==> src/verilog/lsp_pkg.sv <==
// Purpose: Shared constants for the illumination output sequencer
// Assumes: 25 MHz system clock
// Notes:   Times are kept in their own unit; cycle counts derive from them
package lsp_pkg;
    localparam int unsigned CLK_HZ          = 25_000_000;
    localparam int unsigned LED_ON_DELAY_MS = 100;
    localparam int unsigned SUPPLY_HOLD_US  = 500;
    // Least times round up to whole cycles
    localparam int unsigned LED_ON_CYCLES   =
        (LED_ON_DELAY_MS * (CLK_HZ / 1000) + 0) < 1 ? 1 :
        LED_ON_DELAY_MS * (CLK_HZ / 1000);
    localparam int unsigned SUPPLY_HOLD_CYCLES =
        (SUPPLY_HOLD_US * CLK_HZ + 999_999) / 1_000_000;
    localparam int unsigned SYNC_STAGES     = 3;

    // Colour select encoding
    localparam logic [1:0] COLOUR_NONE  = 2'h0;
    localparam logic [1:0] COLOUR_RED   = 2'h1;
    localparam logic [1:0] COLOUR_GREEN = 2'h2;
    localparam logic [1:0] COLOUR_BLUE  = 2'h3;

    // Reset values of the outputs
    localparam logic RST_MASTER_ENABLE  = 1'b0;
    localparam logic RST_SUPPLY_ENABLE  = 1'b0;
    localparam logic RST_PWM_LEVEL      = 1'b1;

    typedef enum logic [1:0] {
        LSP_LED_OFF,
        LSP_LED_WAIT,
        LSP_LED_ON
    } lsp_led_state_type;
endpackage : lsp_pkg

==> src/verilog/lsp_seq.sv <==
// Purpose: LED select and enable, mirror supply enable, PWM pin muxing
// Assumes: 25 MHz clk_sys_i; enable and park inputs are asynchronous pins
// Notes:   Colour code and PWM come from the display sequencer on clk_sys_i
//          Pin filter adds about four cycles to every enable change
//
// Overview of operation
// - Colour select code: none 00, red 01, green 10, blue 11
// - Master enable rises 100 ms after illumination enable and operate are both high
// - Master enable drops at once on either input low
// - Active-high mirror supply enable output
// - Supply enable high while operate input high
// - Supply enable held about 156 us (3911 cycles) after park
// - Output 2: green PWM, else general output
// - Output 3: blue PWM, else general output
// - Output 1: red PWM, else general output
// - Without power chip, PWM forced high when idle
`timescale 1ns/1ps
module lsp_seq #(
    parameter int unsigned LED_DELAY_CYCLES  = lsp_pkg::LED_ON_CYCLES,
    parameter int unsigned HOLD_CYCLES       = lsp_pkg::SUPPLY_HOLD_CYCLES
) (
    // Clock and reset
    input  wire logic       clk_sys_i,
    input  wire logic       sys_rst_i,
    // Pins from the system
    input  wire logic       illumination_enable_in_i,
    input  wire logic       operate_park_i,
    // From the display sequencer and control processor
    input  wire logic [1:0] colour_select_code_i,
    input  wire logic       seq_running_i,
    input  wire logic       sw_led_ctrl_en_i,
    input  wire logic       power_chip_present_i,
    input  wire logic [2:0] led_pwm_i,
    input  wire logic [2:0] gp_out_i,
    // Toward LED driver and regulators
    output logic            colour_select_bit0_o,
    output logic            colour_select_bit1_o,
    output logic            led_driver_master_enable_o,
    output logic            mirror_supply_enable_o,
    output logic            gp_out1_red_pwm_o,
    output logic            gp_out2_green_pwm_o,
    output logic            gp_out3_blue_pwm_o
);
    import lsp_pkg::*;

    localparam int CW = $clog2(LED_DELAY_CYCLES + 1);
    localparam int HW = $clog2(HOLD_CYCLES + 1);

    // Zero would skip a wait; an all-ones count wraps the counter width
    if (LED_DELAY_CYCLES < 1 || CW < 1) begin : g_bad_led_delay
        $error("lsp_seq: LED_DELAY_CYCLES out of range");
    end
    if (HOLD_CYCLES < 1 || HW < 1) begin : g_bad_hold_delay
        $error("lsp_seq: HOLD_CYCLES out of range");
    end

    typedef struct packed {
        lsp_led_state_type led_state;
        logic [CW-1:0]     led_cnt;
        logic [HW-1:0]     hold_cnt;
        logic [1:0]        colour;
        logic              master_en;
        logic              supply_en;
        logic [2:0]        gp_pins;
    } lsp_state_type;

    lsp_state_type state_q;
    lsp_state_type state_d;

    // Whole-state reset image; PWM pins idle high so the LEDs stay dark
    localparam lsp_state_type RST_STATE = '{
        led_state: LSP_LED_OFF,
        led_cnt:   '0,
        hold_cnt:  '0,
        colour:    COLOUR_NONE,
        master_en: RST_MASTER_ENABLE,
        supply_en: RST_SUPPLY_ENABLE,
        gp_pins:   {3{RST_PWM_LEVEL}}
    };

    // Both delay counters compare and step through these at full width
    function automatic logic count_reached(
        input int unsigned count,
        input int unsigned limit
    );
        return count >= limit;
    endfunction : count_reached

    function automatic int unsigned count_step(
        input int unsigned count
    );
        return count + 1;
    endfunction : count_step

    // Master off, software control off or sequence stopped idles the pins
    function automatic logic pwm_idle(
        input logic master_en,
        input logic sw_en,
        input logic running
    );
        return !master_en || !sw_en || !running;
    endfunction : pwm_idle

    // Companion chip owns the pins; otherwise PWM or the idle level
    function automatic logic [2:0] pin_levels(
        input logic       chip,
        input logic       idle,
        input logic [2:0] gp,
        input logic [2:0] pwm
    );
        logic [2:0] lvl;
        if (chip) begin
            lvl = gp;
        end else if (idle) begin
            lvl = {3{RST_PWM_LEVEL}};
        end else begin
            lvl = pwm;
        end
        return lvl;
    endfunction : pin_levels

    logic led_en_lvl;
    logic operate_lvl;
    logic both_high;
    logic pwm_forced;

    lsp_pin_sync u_sync_led_en (
        .clk_sys_i (clk_sys_i),
        .sys_rst_i (sys_rst_i),
        .pin_i     (illumination_enable_in_i),
        .level_o   (led_en_lvl)
    );

    lsp_pin_sync u_sync_operate (
        .clk_sys_i (clk_sys_i),
        .sys_rst_i (sys_rst_i),
        .pin_i     (operate_park_i),
        .level_o   (operate_lvl)
    );

    // Master enable needs both pins; the supplies follow operate alone
    assign both_high = led_en_lvl & operate_lvl;

    always_comb begin
        state_d    = state_q;
        pwm_forced = 1'b0;

        // Colour code passes straight through, registered
        state_d.colour = colour_select_code_i;

        // Master enable sequencing
        case (state_q.led_state)
            LSP_LED_OFF: begin
                state_d.master_en = 1'b0;
                if (both_high) begin
                    state_d.led_state = LSP_LED_WAIT;
                    state_d.led_cnt   = CW'(1);
                end
            end
            LSP_LED_WAIT: begin
                if (!both_high) begin
                    // Count clears here and restarts from one on the next rise
                    state_d.led_state = LSP_LED_OFF;
                    state_d.led_cnt   = '0;
                end else if (count_reached(32'(state_q.led_cnt),
                                           LED_DELAY_CYCLES)) begin
                    state_d.led_state = LSP_LED_ON;
                    state_d.master_en = 1'b1;
                end else begin
                    state_d.led_cnt =
                        CW'(count_step(32'(state_q.led_cnt)));
                end
            end
            LSP_LED_ON: begin
                if (!both_high) begin
                    state_d.led_state = LSP_LED_OFF;
                    state_d.master_en = 1'b0;
                    state_d.led_cnt   = '0;
                end
            end
            default: begin
                state_d.led_state = LSP_LED_OFF;
                state_d.master_en = 1'b0;
                state_d.led_cnt   = '0;
            end
        endcase

        // Supply enable: on with operate, held after park
        if (operate_lvl) begin
            state_d.supply_en = 1'b1;
            state_d.hold_cnt  = '0;
        end else if (state_q.supply_en) begin
            // A return to operate during the hold restarts it
            if (count_reached(32'(state_q.hold_cnt), HOLD_CYCLES)) begin
                state_d.supply_en = 1'b0;
                state_d.hold_cnt  = '0;
            end else begin
                state_d.hold_cnt =
                    HW'(count_step(32'(state_q.hold_cnt)));
            end
        end

        // PWM pins; forced high so an idle LED driver stays dark
        pwm_forced = pwm_idle(state_q.master_en, sw_led_ctrl_en_i,
                              seq_running_i);
        state_d.gp_pins = pin_levels(power_chip_present_i, pwm_forced,
            gp_out_i, led_pwm_i);
    end

    always_ff @(posedge clk_sys_i) begin
        if (sys_rst_i) begin
            state_q <= RST_STATE;
        end else begin
            state_q <= state_d;
        end
    end

    assign colour_select_bit0_o       = state_q.colour[0];
    assign colour_select_bit1_o       = state_q.colour[1];
    assign led_driver_master_enable_o = state_q.master_en;
    assign mirror_supply_enable_o     = state_q.supply_en;
    assign gp_out1_red_pwm_o          = state_q.gp_pins[0];
    assign gp_out2_green_pwm_o        = state_q.gp_pins[1];
    assign gp_out3_blue_pwm_o         = state_q.gp_pins[2];
endmodule : lsp_seq

==> src/verilog/lsp_pin_sync.sv <==
// Purpose: Three-stage input filter for a pin from outside the clock domain
// Assumes: Single clock, synchronous active-high reset
// Notes:   Output changes only when stages two and three agree
`timescale 1ns/1ps
module lsp_pin_sync (
    // Clock and reset
    input  wire logic clk_sys_i,
    input  wire logic sys_rst_i,
    // Pin side
    input  wire logic pin_i,
    // Filtered level
    output logic      level_o
);
    import lsp_pkg::*;

    typedef struct packed {
        logic [2:0] stage;
        logic       level;
    } lsp_sync_type;

    lsp_sync_type state_q;
    lsp_sync_type state_d;

    always_comb begin
        state_d       = state_q;
        state_d.stage = {state_q.stage[1:0], pin_i};
        // Stage 0 is read only by stage 1
        if (state_q.stage[1] == state_q.stage[2]) begin
            state_d.level = state_q.stage[2];
        end
    end

    always_ff @(posedge clk_sys_i) begin
        if (sys_rst_i) begin
            state_q <= '0;
        end else begin
            state_q <= state_d;
        end
    end

    assign level_o = state_q.level;
endmodule : lsp_pin_sync

==> config.mk <==
export PLATFORM = sky130hd
export DESIGN_NAME = lsp_seq
export DESIGN_NICKNAME = d
export VERILOG_FILES = /design/src/verilog/lsp_pkg.sv /design/src/verilog/lsp_seq.sv /design/src/verilog/lsp_pin_sync.sv
export SDC_FILE = /design/constraint.sdc
export NUM_CORES = 1
export LEC_CHECK = 0
export BUFFER_PORTS_ARGS = -buffer_cell sky130_fd_sc_hd__buf_2
export CORE_AREA = 4 4 71 73
export CTS_CLUSTER_SIZE = 40
export DETAILED_ROUTE_END_ITERATION = 7
export DIE_AREA = 0 0 75 77
export PLACE_DENSITY = 0.76
export SKIP_CTS_REPAIR_TIMING = 1
export SLEW_MARGIN = 0
export SYNTH_ARGS = -nofsm -noshare
export SYNTH_HDL_FRONTEND = slang
export SYNTH_HIERARCHICAL = 1
export SYNTH_SLANG_ARGS = --single-unit
export TNS_END_PERCENT = 50
==> constraint.sdc <==
create_clock -name clk_sys_i -period 2.72 [get_ports clk_sys_i]
set_clock_uncertainty 0.2 [all_clocks]
set_input_delay 0.544 -clock clk_sys_i [delete_from_list [all_inputs] [get_ports clk_sys_i]]
set_output_delay 0.544 -clock clk_sys_i [all_outputs]
set_load 0.1 [all_outputs]
# After elaboration in Yosys (flattened, before gate mapping)
# Index checks and enable logic that the tools add are counted.
[word_totals]
in_bits = 15
reg_bits = 51
wordCells = 52
[classes]
bitwise = 1
reduce_logical = 10
add_sub_neg = 2
mux = 16
order_cmp = 2
n_eq_ne = 10
[ops]
columns = ["operator", "n"]
rows = [
  ["24-bit two-way mux", 3],
  ["24-bit case mux with 3 select lines", 1],
  ["22-bit by 1-bit adder with 22-bit output, second input constant", 1],
  ["22-bit greater-or-equal comparator, second input constant", 1],
  ["22-bit two-way mux", 1],
  ["12-bit by 1-bit adder with 12-bit output, second input constant", 1],
  ["12-bit greater-or-equal comparator, second input constant", 1],
  ["12-bit two-way mux", 1],
  ["3-bit AND reduction", 3],
  ["2-bit inequality test, second input constant", 4],
  ["1-bit two-way mux", 6],
  ["3-bit two-way mux", 2],
  ["3-bit inequality test, second input constant", 2],
  ["1-bit logical NOT", 3],
  ["1-bit equality test", 2],
  ["2-bit by 1-bit equality test with 1-bit output, second input constant", 1],
  ["2-bit equality test, second input constant", 1],
  ["2-bit logical NOT", 1],
  ["1-bit logical OR", 2],
  ["2-bit two-way mux", 1],
  ["1-bit case mux with 2 select lines", 1],
  ["2-bit OR reduction", 1],
  ["1-bit bitwise AND", 1],
]

# Logic depth before layout (Yosys ltp)
[logic_depth]
depth_word = 5
depth_mapped = 8
ltp_nobuf = 7

# Cells and area by module
# The synthesis kept the hierarchy.
[modules_own_cells]
columns = ["mod", "cells_per_inst", "n_inst", "seq_area_each_um2", "area_each_um2"]
rows = [
  ["lsp_seq", 277, 1, 860.8, 2269.7],
  ["lsp_pin_sync", 10, 2, 80.1, 112.6],
]

# Least setup slack after synthesis
# No wires, ideal clock.
[synth_timing]
path_type = "flip-flop to flip-flop"
startpoint = "register state_q[7] (netlist bit)"
endpoint = "register state_q[11] (netlist bit)"
path_buffers = 1
setup_time_ns = 0.087
stages_incl_launch_ff = 9
required_time_ns = 2.433
synth_period_minus_slack_ns = 2.103
arrival_ns = 1.816
path_slack_ns = 0.617
path_cell_list = "dfxtp_1 > ha_1 > a2111o_1 > a21oi_1 > o211ai_1 > clkbuf_1 > nor2_1 > o21ai_0 > o31ai_1"
[synth_via]
elab_chain_cells = 2
word_cells_on_any_way = 3
classes_between = "add/sub: 1; order compare: 1; mux: 1"
[synth_rtl]
columns = ["element", "line_no", "text"]
rows = [
  ["start, declared", "lsp_seq.sv:67", "lsp_state_type state_q;"],
  ["start signal, assigned", "lsp_seq.sv:214", "state_q <= state_d;"],
  ["12-bit by 1-bit adder with 12-bit output / 12-bit greater-or-equal comparator (equally long branches)", "lsp_seq.sv:92, lsp_seq.sv:86", ""],
  ["12-bit two-way mux (*)", "lsp_seq.sv:194", "if (count_reached(32'(state_q.hold_cnt), HOLD_CYCLES)) begin"],
]
# Mark *: on every way between the ends. The rest lies on a longest branch, timed or not.
# A chain may end at the register's enable or synchronous reset.

# Final worst setup path
[layout_timing]
startpoint = "register state_q[7] (netlist bit)"
endpoint = "register state_q[16] (netlist bit)"
# The elaborated chain is that of the path after synthesis.

==> run_results.csv <==
group,metric,value,unit
outcome,outcome,"completed",
timing,slew_violations,0,
timing,setup_viol,0,
timing,holdWs,248,ps
die,die_w,75,µm
yosys,seq_area_frac_synth,40.9,%
cells_and_area,syn2layout_area_growth,11.6,%
yosys,synth_area_per_cell,8.40,µm²
worst_setup_path,crit_type,"flip-flop to flip-flop",
yosys,synth_cell_type_count,56,
pwr,totalPowerFinal,1.26,mW
cells_and_area,mostFrequentLayoutCell,"dfxtp_1",
worst_setup_path,crit_end,"state_q[16]",
worst_setup_path,crit_arrival,2260,ps
drt,drc,0,
drt,drt_iter0_drc,199,
cells_and_area,stdcell_count,378,
worst_setup_path,cpMaxStageDelayCell,"a2111o_1",
timing,fmax,448,MHz
pwr,leakagePower,1.04,nW
pwr,vdd_drop_max,295,µV
drt,vias_per_cell,6.19,
cts,tritoncts,"yes",
cts,numCtsBuffers,5,
drt,firstDrtPassIters,4,
die,core_area,4350,µm²
drt,finalWirelength,5770,µm
cells_and_area,fillers,372,
yosys,yosys-top-cells-area,"dfxtp_1 (41%), nand2_1 (4.5%), o21ai_0 (4.4%)",
cells_and_area,fin_util,64.0,%
worst_setup_path,crit_family,"compound AO/OA/AOI/OAI gates",
place,dpl.cell_count,370,
timing,worstMarginPinSlew,479,ps
worst_setup_path,crit_fanout,10,
place,io_buffer_count,21,
drt,vias,2340,
worst_setup_path,critPathRequiredTime,2750,ps
timing,finalSetupTns,0,ps
yosys,synth_top_area_share,40.9,%
global_route,grt_overflow,0,
timing,rsz0062_at_grt,"no",
worst_hold_path,hp-class,"flip-flop to flip-flop",
global_route,grt_pass1_wl,10000,µm
global_route,grt_antenna_before_repair,0,
drt,drtAntennaViolNets,0,
die,rows,24,
cts,cts_sinks,51,
cts,path_clk_slew,90,ps
die,fp.dieH,77,µm
die,dieArea,5780,µm²
cells_and_area,drive_gt1_share,15.3,%
place,gp_congestion,0.979,
worst_setup_path,worst-path-stages,8,
global_route,grt_max_degree,17,
yosys,synth_flop_cell,"dfxtp_1",
place,dpl.hpwl,4040,µm
yosys,synthesis.nets,315,
worst_setup_path,reg2reg_slack,490,ps
yosys,postSynth.asyncResetShare,0,%
worst_setup_path,critPathLaunchType,"flip-flop",
cts,clk_path_buf_depth,2,
yosys,ys.warnings.count,6,
timing,fin_crit,2230,ps
run,drv_cap,0,
cells_and_area,layout_common_cells,"dfxtp_1 (51), nand2_1 (30), nor2_1 (25), o21ai_0 (22)",
yosys,synth_area,2490,µm²
worst_setup_path,r2r-start,"state_q[7]",
worst_setup_path,reg2reg_depth,8,
die,ios,22,
worst_setup_path,crit_buf_inv,1,
yosys,synth_top_cell_by_area,"dfxtp_1",
cells_and_area,nets,343,
worst_setup_path,slowest_delay,420,ps
worst_setup_path,setup.worst_path.end_class,"flip-flop",
die,start_util,57.3,%
worst_setup_path,critPathLaunch,"state_q[7]",
worst_setup_path,r2r_end,"state_q[16]",
global_route,grt.total_usage,21.3,%
cts,cts_root_buffer,"clkbuf_8",
cts,clkLatencyLatePin,300,ps
timing,slew_headroom,67.9,%
drt,post_drt_wl_per_cell,15.3,µm
worst_setup_path,path_cells,"ha_1 -> a2111o_1 -> a21oi_1 -> o211ai_1 -> buf_4 -> a31oi_1 -> o21ai_0 -> o31ai_1",
global_route,grt_pass1_vias,2201,
pwr,cellPowerDensity,451,nW/µm²
yosys,synth_cells,297,
cells_and_area,diodes,0,
timing,hold_viol,0,
yosys,synth_edf_count,0,
cts,h-tree-depth,2,
timing,fin_crit_sh,82.1,%
yosys,ys_ff_latch,51,
==> final cells by class <==
class	instances	area, µm²	share of cell area, %
clock inverters	2	16.3	0.584
clock buffers	6	72.6	2.61
inverters	7	26.3	0.943
flip-flops and latches	51	1020	36.7
multi-input cells	230	1410	50.7
well taps	52	65.1	2.34
repair buffers	30	173	6.20
==> worst min path at each step <==
stage                                    startpoint                   endpoint  cells past startpoint
after floorplan            u_sync_led_en/state_d[2]   u_sync_led_en/state_d[3]                      1
after global placement    u_sync_operate/state_d[2]  u_sync_operate/state_d[3]                      1
final                      u_sync_led_en/state_d[2]   u_sync_led_en/state_d[3]                      1
after global routing                   led_pwm_i[2]         gp_out3_blue_pwm_o                      3
after detailed placement  u_sync_operate/state_d[2]  u_sync_operate/state_d[3]                      1
after CTS                  illumination_enable_in_i   u_sync_led_en/state_d[2]                      2
==> per-layer routing <==
| metal | vias up | track usage, % | share of wire [%] |
|---|---|---|---|
| met5 | - | 0 | 0 |
| met1 | 1074 | 29.6 | 46 |
| met4 | 0 | 4.80 | 1.3 |
| met3 | 11 | 4.58 | 7.0 |
| li1 | 1174 | - | - |
| met2 | 81 | 33.3 | 46 |
==> Yosys cell counts (5+ instances only) <==
library cell	instances
nand2_1	30
o32ai_1	5
o21ai_0	22
nor2_1	25
o21ai_1	9
nand4_1	6
and3_1	8
clkbuf_1	7
dfxtp_1	51
nor2b_1	14
nand3_1	15
inv_1	6
o31ai_1	7
a41oi_1	5
a21oi_1	21
==> state kept, by name, indices dropped and copies added, names as in the netlist <==
signal and flops:
gp_out3_blue_pwm_o 1, u_sync_operate/state_q 1, led_driver_master_enable_o 1, gp_out1_red_pwm_o 1, u_sync_led_en/state_d 2, u_sync_led_en/level_o 1
u_sync_operate/level_o 1, colour_select_bit1_o 1, u_sync_operate/state_d 2, state_q 36, mirror_supply_enable_o 1, gp_out2_green_pwm_o 1
u_sync_led_en/state_q 1, colour_select_bit0_o 1
==> through the flow <==
step / setup WS (ps) / cell area (µm²)
2_1_floorplan: 617 / 2490
6_report: 487 / 2790
3_5_place_dp: 520 / 2700
5_1_grt: 246 / 2790
3_3_place_gp: 586 / 2700
4_1_cts: 495 / 2790
==> worst register-to-register path, stage by stage (launching register included) <==
cell and delay (ps):
dfxtp_1 340, ha_1 240, a2111o_1 420, a21oi_1 250, o211ai_1 200, buf_4 220
a31oi_1 130, o21ai_0 90, o31ai_1 70
==> kinds of logic (layout without fill, tap and decap cells) <==
family,Yosys count,in the layout,share of synthesized area (%)
simple gates,127,127,27.8
compound gates,97,97,26.1
flops,51,51,40.9
buf+inv,16,45,2.51
fa+ha+maj,3,3,1.50
xor+xnor,2,2,0.702
mux,1,1,0.451
==> power breakdown <==
| group | total (mW) | switching [mW] | leakage, nW | internal (mW) |
|---|---|---|---|---|
| clock network | 0.436 | 0.251 | 0.0418 | 0.185 |
| registers | 0.755 | 0.00224 | 0.413 | 0.753 |
| logic | 0.0638 | 0.0467 | 0.584 | 0.0171 |
(Power assumes the default switching activity.)
